--- src/rwd_cfg.svh ---
// Register map, field positions, reset values and timing counts
`ifndef RWD_CFG_SVH
`define RWD_CFG_SVH

`define RWD_ADDR_W 16
`define RWD_DATA_W 32

`define RWD_OFS_CONTROL 16'h7f0c
`define RWD_OFS_CLEAR 16'h7f10
`define RWD_OFS_IRQ_STATUS 16'h7f14
`define RWD_OFS_IRQ_MASK 16'h7f18

`define RWD_BIT_START 0
`define RWD_BIT_RUNAWAY 1
`define RWD_BIT_SPARE 2
`define RWD_BIT_HALT 3
`define RWD_BIT_RSTFLAG 4
`define RWD_BIT_ACTION 5

`define RWD_CONTROL_RESET 8'h00
`define RWD_CONTROL_WMASK 8'h3f

`define RWD_EVT_RUNAWAY 0
`define RWD_EVT_WDRESET 1
`define RWD_EVT_W 2

`define RWD_PRESCALE_FAST 32
`define RWD_PRESCALE_SLOW 8192
`define RWD_STAGE_W 3
`define RWD_RUNAWAY_VECTOR 24'h00_8000

`endif

--- src/rwd_pkg.sv ---
// Shared types of the runaway watchdog
package rwd_pkg;

  typedef enum logic {
    RWD_BUS_IDLE,
    RWD_BUS_ANSWER
  } rwd_bus_state_type;

  typedef struct packed {
    logic [1:0] fixed;
    logic actionSelect;
    logic resetFlag;
    logic haltSelect;
    logic spareFlag;
    logic runawayFlag;
    logic start;
  } rwd_control_type;

endpackage

--- src/rwd_link_if.sv ---
// Signals between the watchdog core and its bus and counter helpers
`timescale 1ns/1ps
interface rwd_link_if;
  logic [15:0] address;
  logic [31:0] writeData;
  logic [3:0] byteEnable;
  logic isWrite;
  logic readSample;
  logic accept;
  logic [31:0] readValue;
  logic running;
  logic restart;
  logic tickEnable;
  logic fastMode;
  logic overflow;

  modport bus (
    output address,
    output writeData,
    output byteEnable,
    output isWrite,
    output readSample,
    output accept,
    input readValue
  );

  modport core (
    input address,
    input writeData,
    input byteEnable,
    input isWrite,
    input readSample,
    input accept,
    output readValue,
    output running,
    output restart,
    output tickEnable,
    output fastMode,
    input overflow
  );

  modport count (
    input running,
    input restart,
    input tickEnable,
    input fastMode,
    output overflow
  );
endinterface

--- src/rwd_bus_slave.sv ---
// Avalon-MM slave front end with one wait cycle per access
`timescale 1ns/1ps
module rwd_bus_slave
  import rwd_pkg::*;
(
  input wire logic clock,
  input wire logic reset,
  input wire logic [15:0] avsAddress,
  input wire logic avsRead,
  input wire logic avsWrite,
  input wire logic [31:0] avsWritedata,
  input wire logic [3:0] avsByteenable,
  output logic [31:0] avsReaddata,
  output logic avsWaitrequest,
  rwd_link_if.bus link
);
  rwd_bus_state_type state_reg;
  rwd_bus_state_type state_next;
  logic [31:0] readdata_reg;
  logic [31:0] readdata_next;
  logic request;

  assign request = avsRead | avsWrite;
  assign link.address = avsAddress;
  assign link.writeData = avsWritedata;
  assign link.byteEnable = avsByteenable;
  assign link.isWrite = avsWrite;
  // Read value is captured in the first cycle, answered in the second
  assign link.readSample = avsRead & (state_reg == RWD_BUS_IDLE);
  assign link.accept = request & (state_reg == RWD_BUS_ANSWER);
  assign avsWaitrequest = request & (state_reg == RWD_BUS_IDLE);
  assign avsReaddata = readdata_reg;

  always_comb begin
    state_next = RWD_BUS_IDLE;
    readdata_next = readdata_reg;
    case (state_reg)
      RWD_BUS_IDLE: begin
        if (request) begin
          state_next = RWD_BUS_ANSWER;
        end
        if (link.readSample) begin
          readdata_next = link.readValue;
        end
      end
      RWD_BUS_ANSWER: state_next = RWD_BUS_IDLE;
      default: state_next = RWD_BUS_IDLE;
    endcase
  end

  always_ff @(posedge clock) begin
    if (reset) begin
      state_reg <= RWD_BUS_IDLE;
      readdata_reg <= 32'h0000_0000;
    end else begin
      state_reg <= state_next;
      readdata_reg <= readdata_next;
    end
  end
endmodule

--- src/rwd_runaway_watchdog.sv ---
// Runaway watchdog: control register, runaway actions and bus registers
`timescale 1ns/1ps
`include "rwd_cfg.svh"
module rwd_runaway_watchdog
  import rwd_pkg::*;
#(
  parameter int PRESCALE_FAST = `RWD_PRESCALE_FAST,
  parameter int PRESCALE_SLOW = `RWD_PRESCALE_SLOW,
  parameter int STAGE_W = `RWD_STAGE_W
)
(
  input wire logic clock,
  input wire logic reset,
  input wire logic [15:0] avsAddress,
  input wire logic avsRead,
  input wire logic avsWrite,
  input wire logic [31:0] avsWritedata,
  input wire logic [3:0] avsByteenable,
  output logic [31:0] avsReaddata,
  output logic avsWaitrequest,
  input wire logic baseTick,
  input wire logic baseTimerRun,
  input wire logic baseOscEnabled,
  input wire logic baseFastSelect,
  input wire logic [1:0] baseCountSelect,
  input wire logic standbyEnter,
  input wire logic resetInstruction,
  output logic chipResetRequest,
  output logic runawayInterrupt,
  output logic [23:0] runawayVector,
  output logic irq
);
  rwd_link_if link ();

  rwd_control_type control_reg;
  rwd_control_type control_next;
  logic [`RWD_EVT_W-1:0] status_reg;
  logic [`RWD_EVT_W-1:0] status_next;
  logic [`RWD_EVT_W-1:0] mask_reg;
  logic [`RWD_EVT_W-1:0] mask_next;
  logic [`RWD_EVT_W-1:0] seen_reg;
  logic [`RWD_EVT_W-1:0] seen_next;
  logic chipReset_reg;
  logic chipReset_next;
  logic interrupt_reg;
  logic interrupt_next;
  logic [23:0] vector_reg;
  logic [23:0] vector_next;
  logic irq_reg;
  logic irq_next;
  logic restart_reg;
  logic restart_next;

  logic writeControl;
  logic writeClear;
  logic writeMask;
  logic readStatus;
  logic sampleStatus;
  logic watchdogReset;
  logic runawayEvent;
  logic [7:0] newControl;

  function automatic logic hits(input logic [15:0] addr,
                                input logic [15:0] ofs);
    hits = (addr == ofs);
  endfunction

  function automatic logic [31:0] readMux(input logic [15:0] addr,
                                          input rwd_control_type ctl,
                                          input logic [1:0] sts,
                                          input logic [1:0] msk);
    readMux = 32'h0000_0000;
    if (hits(addr, `RWD_OFS_CONTROL)) begin
      readMux = {24'h00_0000, 2'b00, ctl[5:0]};
    end else if (hits(addr, `RWD_OFS_IRQ_STATUS)) begin
      readMux = {30'h0000_0000, sts};
    end else if (hits(addr, `RWD_OFS_IRQ_MASK)) begin
      readMux = {30'h0000_0000, msk};
    end
  endfunction

  rwd_bus_slave u_bus (
    .clock(clock),
    .reset(reset),
    .avsAddress(avsAddress),
    .avsRead(avsRead),
    .avsWrite(avsWrite),
    .avsWritedata(avsWritedata),
    .avsByteenable(avsByteenable),
    .avsReaddata(avsReaddata),
    .avsWaitrequest(avsWaitrequest),
    .link(link.bus)
  );

  rwd_tick_counter #(
    .PRESCALE_FAST(PRESCALE_FAST),
    .PRESCALE_SLOW(PRESCALE_SLOW),
    .STAGE_W(STAGE_W)
  ) u_count (
    .clock(clock),
    .reset(reset),
    .baseTick(baseTick),
    .link(link.count)
  );

  assign link.readValue = readMux(link.address, control_reg,
                                  status_reg, mask_reg);
  assign link.running = control_reg.start;
  assign link.restart = restart_reg;
  assign link.tickEnable = baseTimerRun;
  // fast period only with fast select and count 00 or 01
  assign link.fastMode = baseFastSelect & ~baseCountSelect[1];

  assign writeControl = link.accept & link.isWrite & link.byteEnable[0]
                        & hits(link.address, `RWD_OFS_CONTROL);
  // clear command is a write of 1 to bit 0
  assign writeClear = link.accept & link.isWrite & link.byteEnable[0]
                      & hits(link.address, `RWD_OFS_CLEAR)
                      & link.writeData[`RWD_BIT_START];
  assign writeMask = link.accept & link.isWrite & link.byteEnable[0]
                     & hits(link.address, `RWD_OFS_IRQ_MASK);
  assign readStatus = link.accept & ~link.isWrite
                      & hits(link.address, `RWD_OFS_IRQ_STATUS);
  assign sampleStatus = link.readSample
                        & hits(link.address, `RWD_OFS_IRQ_STATUS);
  assign newControl = link.writeData[7:0] & `RWD_CONTROL_WMASK;

  assign chipResetRequest = chipReset_reg;
  assign runawayInterrupt = interrupt_reg;
  assign runawayVector = vector_reg;
  assign irq = irq_reg;

  always_comb begin
    control_next = control_reg;
    watchdogReset = 1'b0;
    runawayEvent = 1'b0;
    restart_next = 1'b0;
    control_next.fixed = 2'b00;
    if (resetInstruction) begin
      control_next.runawayFlag = 1'b0;
      control_next.start = 1'b0;
    end else if (control_reg.start && link.overflow) begin
      control_next.runawayFlag = 1'b1;
      // Counter wraps to zero itself; a late restart would drop a tick
      // action select chooses the response
      if (control_reg.actionSelect) begin
        // reset mode keeps bits 5, 3 and 2 and sets bit 4
        watchdogReset = 1'b1;
        control_next.resetFlag = 1'b1;
        control_next.runawayFlag = 1'b0;
        control_next.start = 1'b0;
      end else begin
        // interrupt mode keeps the run state
        runawayEvent = 1'b1;
      end
    end else if (control_reg.start) begin
      if (standbyEnter && control_reg.haltSelect) begin
        control_next.start = 1'b0;
      end
      // counter restart only by the clear command
      restart_next = writeClear;
    end else if (writeControl) begin
      // spare flag stored with no effect
      control_next = rwd_control_type'(newControl);
      if (newControl[`RWD_BIT_START]) begin
        restart_next = 1'b1;
        if (!baseTimerRun || !baseOscEnabled) begin
          watchdogReset = 1'b1;
          control_next.resetFlag = 1'b1;
          control_next.runawayFlag = 1'b0;
          control_next.start = 1'b0;
        end
      end
    end
  end

  always_comb begin
    // reset and interrupt requests leave as registered pulses
    chipReset_next = watchdogReset;
    interrupt_next = runawayEvent;
    vector_next = `RWD_RUNAWAY_VECTOR;
    seen_next = seen_reg;
    if (sampleStatus) begin
      seen_next = status_reg;
    end
    status_next = status_reg;
    if (readStatus) begin
      status_next = status_reg & ~seen_reg;
    end
    // Set wins over the read clear
    if (runawayEvent) begin
      status_next[`RWD_EVT_RUNAWAY] = 1'b1;
    end
    if (watchdogReset) begin
      status_next[`RWD_EVT_WDRESET] = 1'b1;
    end
    mask_next = mask_reg;
    if (writeMask) begin
      mask_next = link.writeData[`RWD_EVT_W-1:0];
    end
    irq_next = |(status_next & mask_next);
  end

  always_ff @(posedge clock) begin
    if (reset) begin
      control_reg <= rwd_control_type'(`RWD_CONTROL_RESET);
      status_reg <= '0;
      mask_reg <= '0;
      seen_reg <= '0;
      chipReset_reg <= 1'b0;
      interrupt_reg <= 1'b0;
      vector_reg <= 24'h00_0000;
      irq_reg <= 1'b0;
      restart_reg <= 1'b0;
    end else begin
      control_reg <= control_next;
      status_reg <= status_next;
      mask_reg <= mask_next;
      seen_reg <= seen_next;
      chipReset_reg <= chipReset_next;
      interrupt_reg <= interrupt_next;
      vector_reg <= vector_next;
      irq_reg <= irq_next;
      restart_reg <= restart_next;
    end
  end
endmodule

--- src/rwd_tick_counter.sv ---
// Base tick prescaler and 3-bit runaway stage counter
`timescale 1ns/1ps
`include "rwd_cfg.svh"
module rwd_tick_counter
  import rwd_pkg::*;
#(
  parameter int PRESCALE_FAST = `RWD_PRESCALE_FAST,
  parameter int PRESCALE_SLOW = `RWD_PRESCALE_SLOW,
  parameter int STAGE_W = `RWD_STAGE_W
)
(
  input wire logic clock,
  input wire logic reset,
  input wire logic baseTick,
  rwd_link_if.count link
);
  localparam int PRE_W = $clog2(PRESCALE_SLOW);
  localparam logic [PRE_W-1:0] LAST_FAST = PRE_W'(PRESCALE_FAST - 1);
  localparam logic [PRE_W-1:0] LAST_SLOW = PRE_W'(PRESCALE_SLOW - 1);
  localparam logic [STAGE_W-1:0] STAGE_LAST = '1;

  logic [PRE_W-1:0] prescale_reg;
  logic [PRE_W-1:0] prescale_next;
  logic [STAGE_W-1:0] stage_reg;
  logic [STAGE_W-1:0] stage_next;
  logic overflow_reg;
  logic overflow_next;
  logic [PRE_W-1:0] lastCount;

  assign lastCount = link.fastMode ? LAST_FAST : LAST_SLOW;
  assign link.overflow = overflow_reg;

  always_comb begin
    prescale_next = prescale_reg;
    stage_next = stage_reg;
    overflow_next = 1'b0;
    if (link.restart || !link.running) begin
      prescale_next = '0;
      stage_next = '0;
    end else if (link.tickEnable && baseTick) begin
      if (prescale_reg == lastCount) begin
        prescale_next = '0;
        stage_next = stage_reg + 1'b1;
        overflow_next = (stage_reg == STAGE_LAST);
      end else begin
        prescale_next = prescale_reg + 1'b1;
      end
    end
  end

  always_ff @(posedge clock) begin
    if (reset) begin
      prescale_reg <= '0;
      stage_reg <= '0;
      overflow_reg <= 1'b0;
    end else begin
      prescale_reg <= prescale_next;
      stage_reg <= stage_next;
      overflow_reg <= overflow_next;
    end
  end
endmodule

--- config.mk ---
export PLATFORM = sky130hd
export DESIGN_NAME = rwd_runaway_watchdog
export DESIGN_NICKNAME = d
export VERILOG_FILES = /design/src/rwd_pkg.sv /design/src/rwd_link_if.sv /design/src/rwd_bus_slave.sv /design/src/rwd_runaway_watchdog.sv /design/src/rwd_tick_counter.sv
export VERILOG_INCLUDE_DIRS = /design/src
export SDC_FILE = /design/constraint.sdc
export NUM_CORES = 1
export LEC_CHECK = 0
export BUFFER_PORTS_ARGS = -buffer_cell sky130_fd_sc_hd__buf_4
export CAP_MARGIN = 20
export CORE_MARGIN = 4
export CORE_UTILIZATION = 40
export CTS_CLUSTER_DIAMETER = 150
export DETAILED_ROUTE_END_ITERATION = 10
export PLACE_DENSITY = 0.76
export SLEW_MARGIN = 0
export SYNTH_ARGS = -nofsm -noshare
export SYNTH_HDL_FRONTEND = slang
export SYNTH_SLANG_ARGS = --single-unit
--- constraint.sdc ---
create_clock -name clock -period 2.1 [get_ports clock]
set_clock_uncertainty 0.15 [all_clocks]
set_input_delay 0.42 -clock clock [delete_from_list [all_inputs] [get_ports clock]]
set_output_delay 0.42 -clock clock [all_outputs]
set_load 0.01 [all_outputs]
==> flow_summary.rst <==
.. list-table::
   :header-rows: 1

   * - Metric
     - Value
   * - Fraction of the yosys area taken by sequential cells
     - 36.44%
   * - Depth of the CTS H-tree
     - 2
   * - P&R area growth vs syn
     - 18.39%
   * - Arrival time at the worst endpoint
     - 2.14 ns
   * - Number of design rule violations left after detail routing
     - 0
   * - Max-capacitance violation count
     - 0
   * - Total power
     - 1.428 mW
   * - 1st-iter DRT viols
     - 126
   * - Post-synthesis cell count
     - 265
   * - Lkg Pwr
     - 1.105 nW
   * - Detailed-router iteration count before antenna repair
     - 4
   * - TritonCTS clock tree
     - done
   * - Number of vias after detailed routing
     - 1846
   * - Flop pwr share
     - 54.7%
   * - Internal power
     - 1.075 mW
   * - Per-cell routed wire length
     - 11.93 um
   * - Peak ir drop on the vdd network
     - 0.2760 mV
   * - Number of instances in the placed design
     - 383
   * - Hold buffer count at cts
     - 0
   * - Achievable frequency
     - 472.7 MHz
   * - Max reg flops
     - 13
   * - Count of flip-flops with a built-in enable after synthesis
     - 0
   * - Cell at the root of the clock tree
     - clkbuf_8
   * - Overall die area
     - 0.006895 mm2
   * - Warnings, synthesis
     - 0
   * - Number of ports placed on the die boundary
     - 124
   * - Diodes inserted
     - 0
   * - Maximum clock path buffer count
     - 2
   * - Category of the critical setup timing path
     - input port to flop
   * - Pwr dens
     - 535.8 mW/mm2
   * - Initial Utilization
     - 41.15%
   * - Result of the run
     - complete, but fails checks
   * - Part of the total power dissipated in the clock network
     - 34.0%
   * - Die boundary width
     - 83.04 um
   * - Count of endpoints failing setup in the final report
     - 3
   * - Share of the clock period used by the worst path
     - 100.7%
   * - Required time reported for the critical path endpoint
     - 2.13 ns
   * - RD Place Congestion
     - 0.8395
   * - Violations in the final reports
     - negative setup slack
   * - Remaining number of nets flagged by the antenna check after routing
     - 0
   * - Post-DP HPWL
     - 3734 um
   * - Yosys reg bits
     - 41
   * - CP max FO
     - 5
   * - Average size of a mapped cell
     - 8.499 um2
   * - Synth Flop Type
     - dfxtp_1
   * - Wire length of the first global-routing pass
     - 7327 um
   * - Core Footprint
     - 0.005473 mm2
   * - Cells traversed along the worst timing path
     - buf_6 -> or4b_4 -> or4_4 -> buf_4 -> nor3_4 -> mux2i_1 -> nor2_1
   * - Count of distinct cell types in the synthesized netlist
     - 44
   * - Final wirelength
     - 4676 um
   * - Cts bufs inserted
     - 5
   * - Number of nets at the end of the flow
     - 386
   * - Remaining global-route overflow
     - 0
   * - Crit-path slowest cell
     - or4b_4
   * - Placement row count
     - 27
   * - Critical Path Max Stage Delay
     - 0.55 ns
   * - Largest net degree at the start of global routing
     - 23
   * - Share of post-route cells with drive strength above 1
     - 23.13%
   * - Total of buffers placed on input and output ports
     - 44
   * - Most common library cell in the layout ignoring fill and taps
     - buf_4
   * - Antenna violations before repair
     - 0
   * - Number of global-route vias before repair
     - 1665
   * - Clock Latency Late Sink
     - 0.29 ns
   * - Post-detailed-route via-to-cell ratio
     - 4.709
   * - Switching power of the nets
     - 0.3539 mW
   * - Type of element launching the critical path
     - input port
   * - Die outline height
     - 83.04 um
   * - Final worst path period need
     - 2.116 ns
   * - Switching part of the total power
     - 24.77%
   * - PnR worst setup slack
     - -0.01556 ns
   * - Post-CTS clock slew at the launch and capture registers of the worst setup and hold paths
     - 0.08 ns
   * - Async S/R FF share, synth
     - 0%
   * - Final Slew Violations
     - 0
   * - TritonCTS sink count
     - 41
   * - Most used cells in the layout excluding fill and tap cells
     - 54 x buf_4, 49 x conb_1, 41 x dfxtp_1, 29 x nor2_1, 21 x nand2_1
   * - Non-Filler Instances
     - 392
   * - Portion of total power attributed to combinational logic
     - 11.3%
   * - Hold crit path type
     - input port to flop
   * - Number of endpoints with negative hold slack in the final report
     - 0
   * - Crit end category
     - flop
   * - Aggregate global-route resource usage
     - 12.58%
   * - Setup repair after global routing missed its margin
     - true
   * - Synth Cell Area
     - 0.002252 mm2
kinds of logic after synthesis:
logic type,share of synthesized area [%]
compound gates,7.555
other cells,0.1665
fa+ha+maj,1.667
xor+xnor,5.056
simple gates,27.22
mux,3.556
buf+inv,18.33
flops,36.44
through the flow:
stage	worst slack (ns)	hold WS, ns	utilization [%]	TNS (ns)	instance area, um2
3_5_place_dp	-0.3422	0.2991	46.66	-3.924	2554
6_report	-0.01556	0.2185	48.72	-0.03209	2666
4_1_cts	-0.01093	0.2109	48.24	-0.01093	2640
3_3_place_gp	-0.2865	0.2894	46.66	-3.360	2554
2_1_floorplan	-0.07292	0.2987	-	-0.3753	2454
5_1_grt	-0.09084	0.2176	48.72	-0.4140	2666
worst max-delay path, delay by kind of cell:
family	cells	cell delay, ns
multiplexers	1	0.20
buffers and inverters	2	0.26
AND/OR/NAND/NOR	4	1.25
power by group through the flow:
stage	Combinational, mW	Clock [mW]	Sequential [mW]
2_1_floorplan	0.149	0	0.799
3_3_place_gp	0.154	0	0.799
3_5_place_dp	0.156	0	0.799
4_1_cts	0.157	0.509	0.781
5_1_grt	0.176	0.537	0.781
6_report	0.161	0.486	0.781
cell usage after synthesis, types with 4 or more instances:
cell type,n,area share [%]
buf_4,49,16
dfxtp_1,41,36
nor2_1,29,4.8
nand2_1,21,3.5
nor3_1,11,2.4
nand3_1,10,2.2
mux2i_1,8,3.6
xnor2_1,8,3.1
a21oi_1,7,1.6
clkbuf_1,7,1.2
nand4_1,7,1.9
and3_1,5,1.4
inv_1,5,0.83
xor2_1,5,1.9
a22oi_1,4,1.3
final timing paths:
check,end,depth (start not counted),startpoint,slack [ns]
max reg2reg,u_count.stage_reg[1]$_SDFFE_PP0N_,6,u_count.prescale_reg[8]$_SDFFE_PP0P_,0.38
min,control_reg[2]$_SDFFE_PP0P_,3,avsWritedata[2],0.22
max,seen_reg[0]$_SDFFE_PP0P_,7,avsAddress[15],-0.02
min reg2reg,u_bus.avsReaddata[1]$_SDFFE_PP0P_,2,u_bus.avsReaddata[1]$_SDFFE_PP0P_,0.31
layout make-up:
class                   instances  area, um2
clock buffers                   6      72.57
clock inverters                 2      10.01
fillers                       529       2806
inverters                       5      18.77
multi-input cells             211       1237
flip-flops and latches         41      820.8
well taps                      72      90.09
repair buffers                 55      416.7
what timing repair did:
action | 4_1_cts | 5_1_grt
endpoints found under the setup margin | 4 | 8
pin swaps | 0 | 2
resized for setup | 1 | 4
buffers inserted | 0 | 1
per-layer routing:
| layer | vias up | wire length, um | global-route usage [%] |
|---|---|---|---|
| met3 | 5 | 338 | 3.175 |
| met2 | 72 | 2148 | 20.92 |
| li1 | 922 | - | - |
| met4 | 0 | 54 | 4.458 |
| met5 | - | 0 | 0 |
| met1 | 847 | 2135 | 15.72 |
Power figures use the tool's default switching activity.
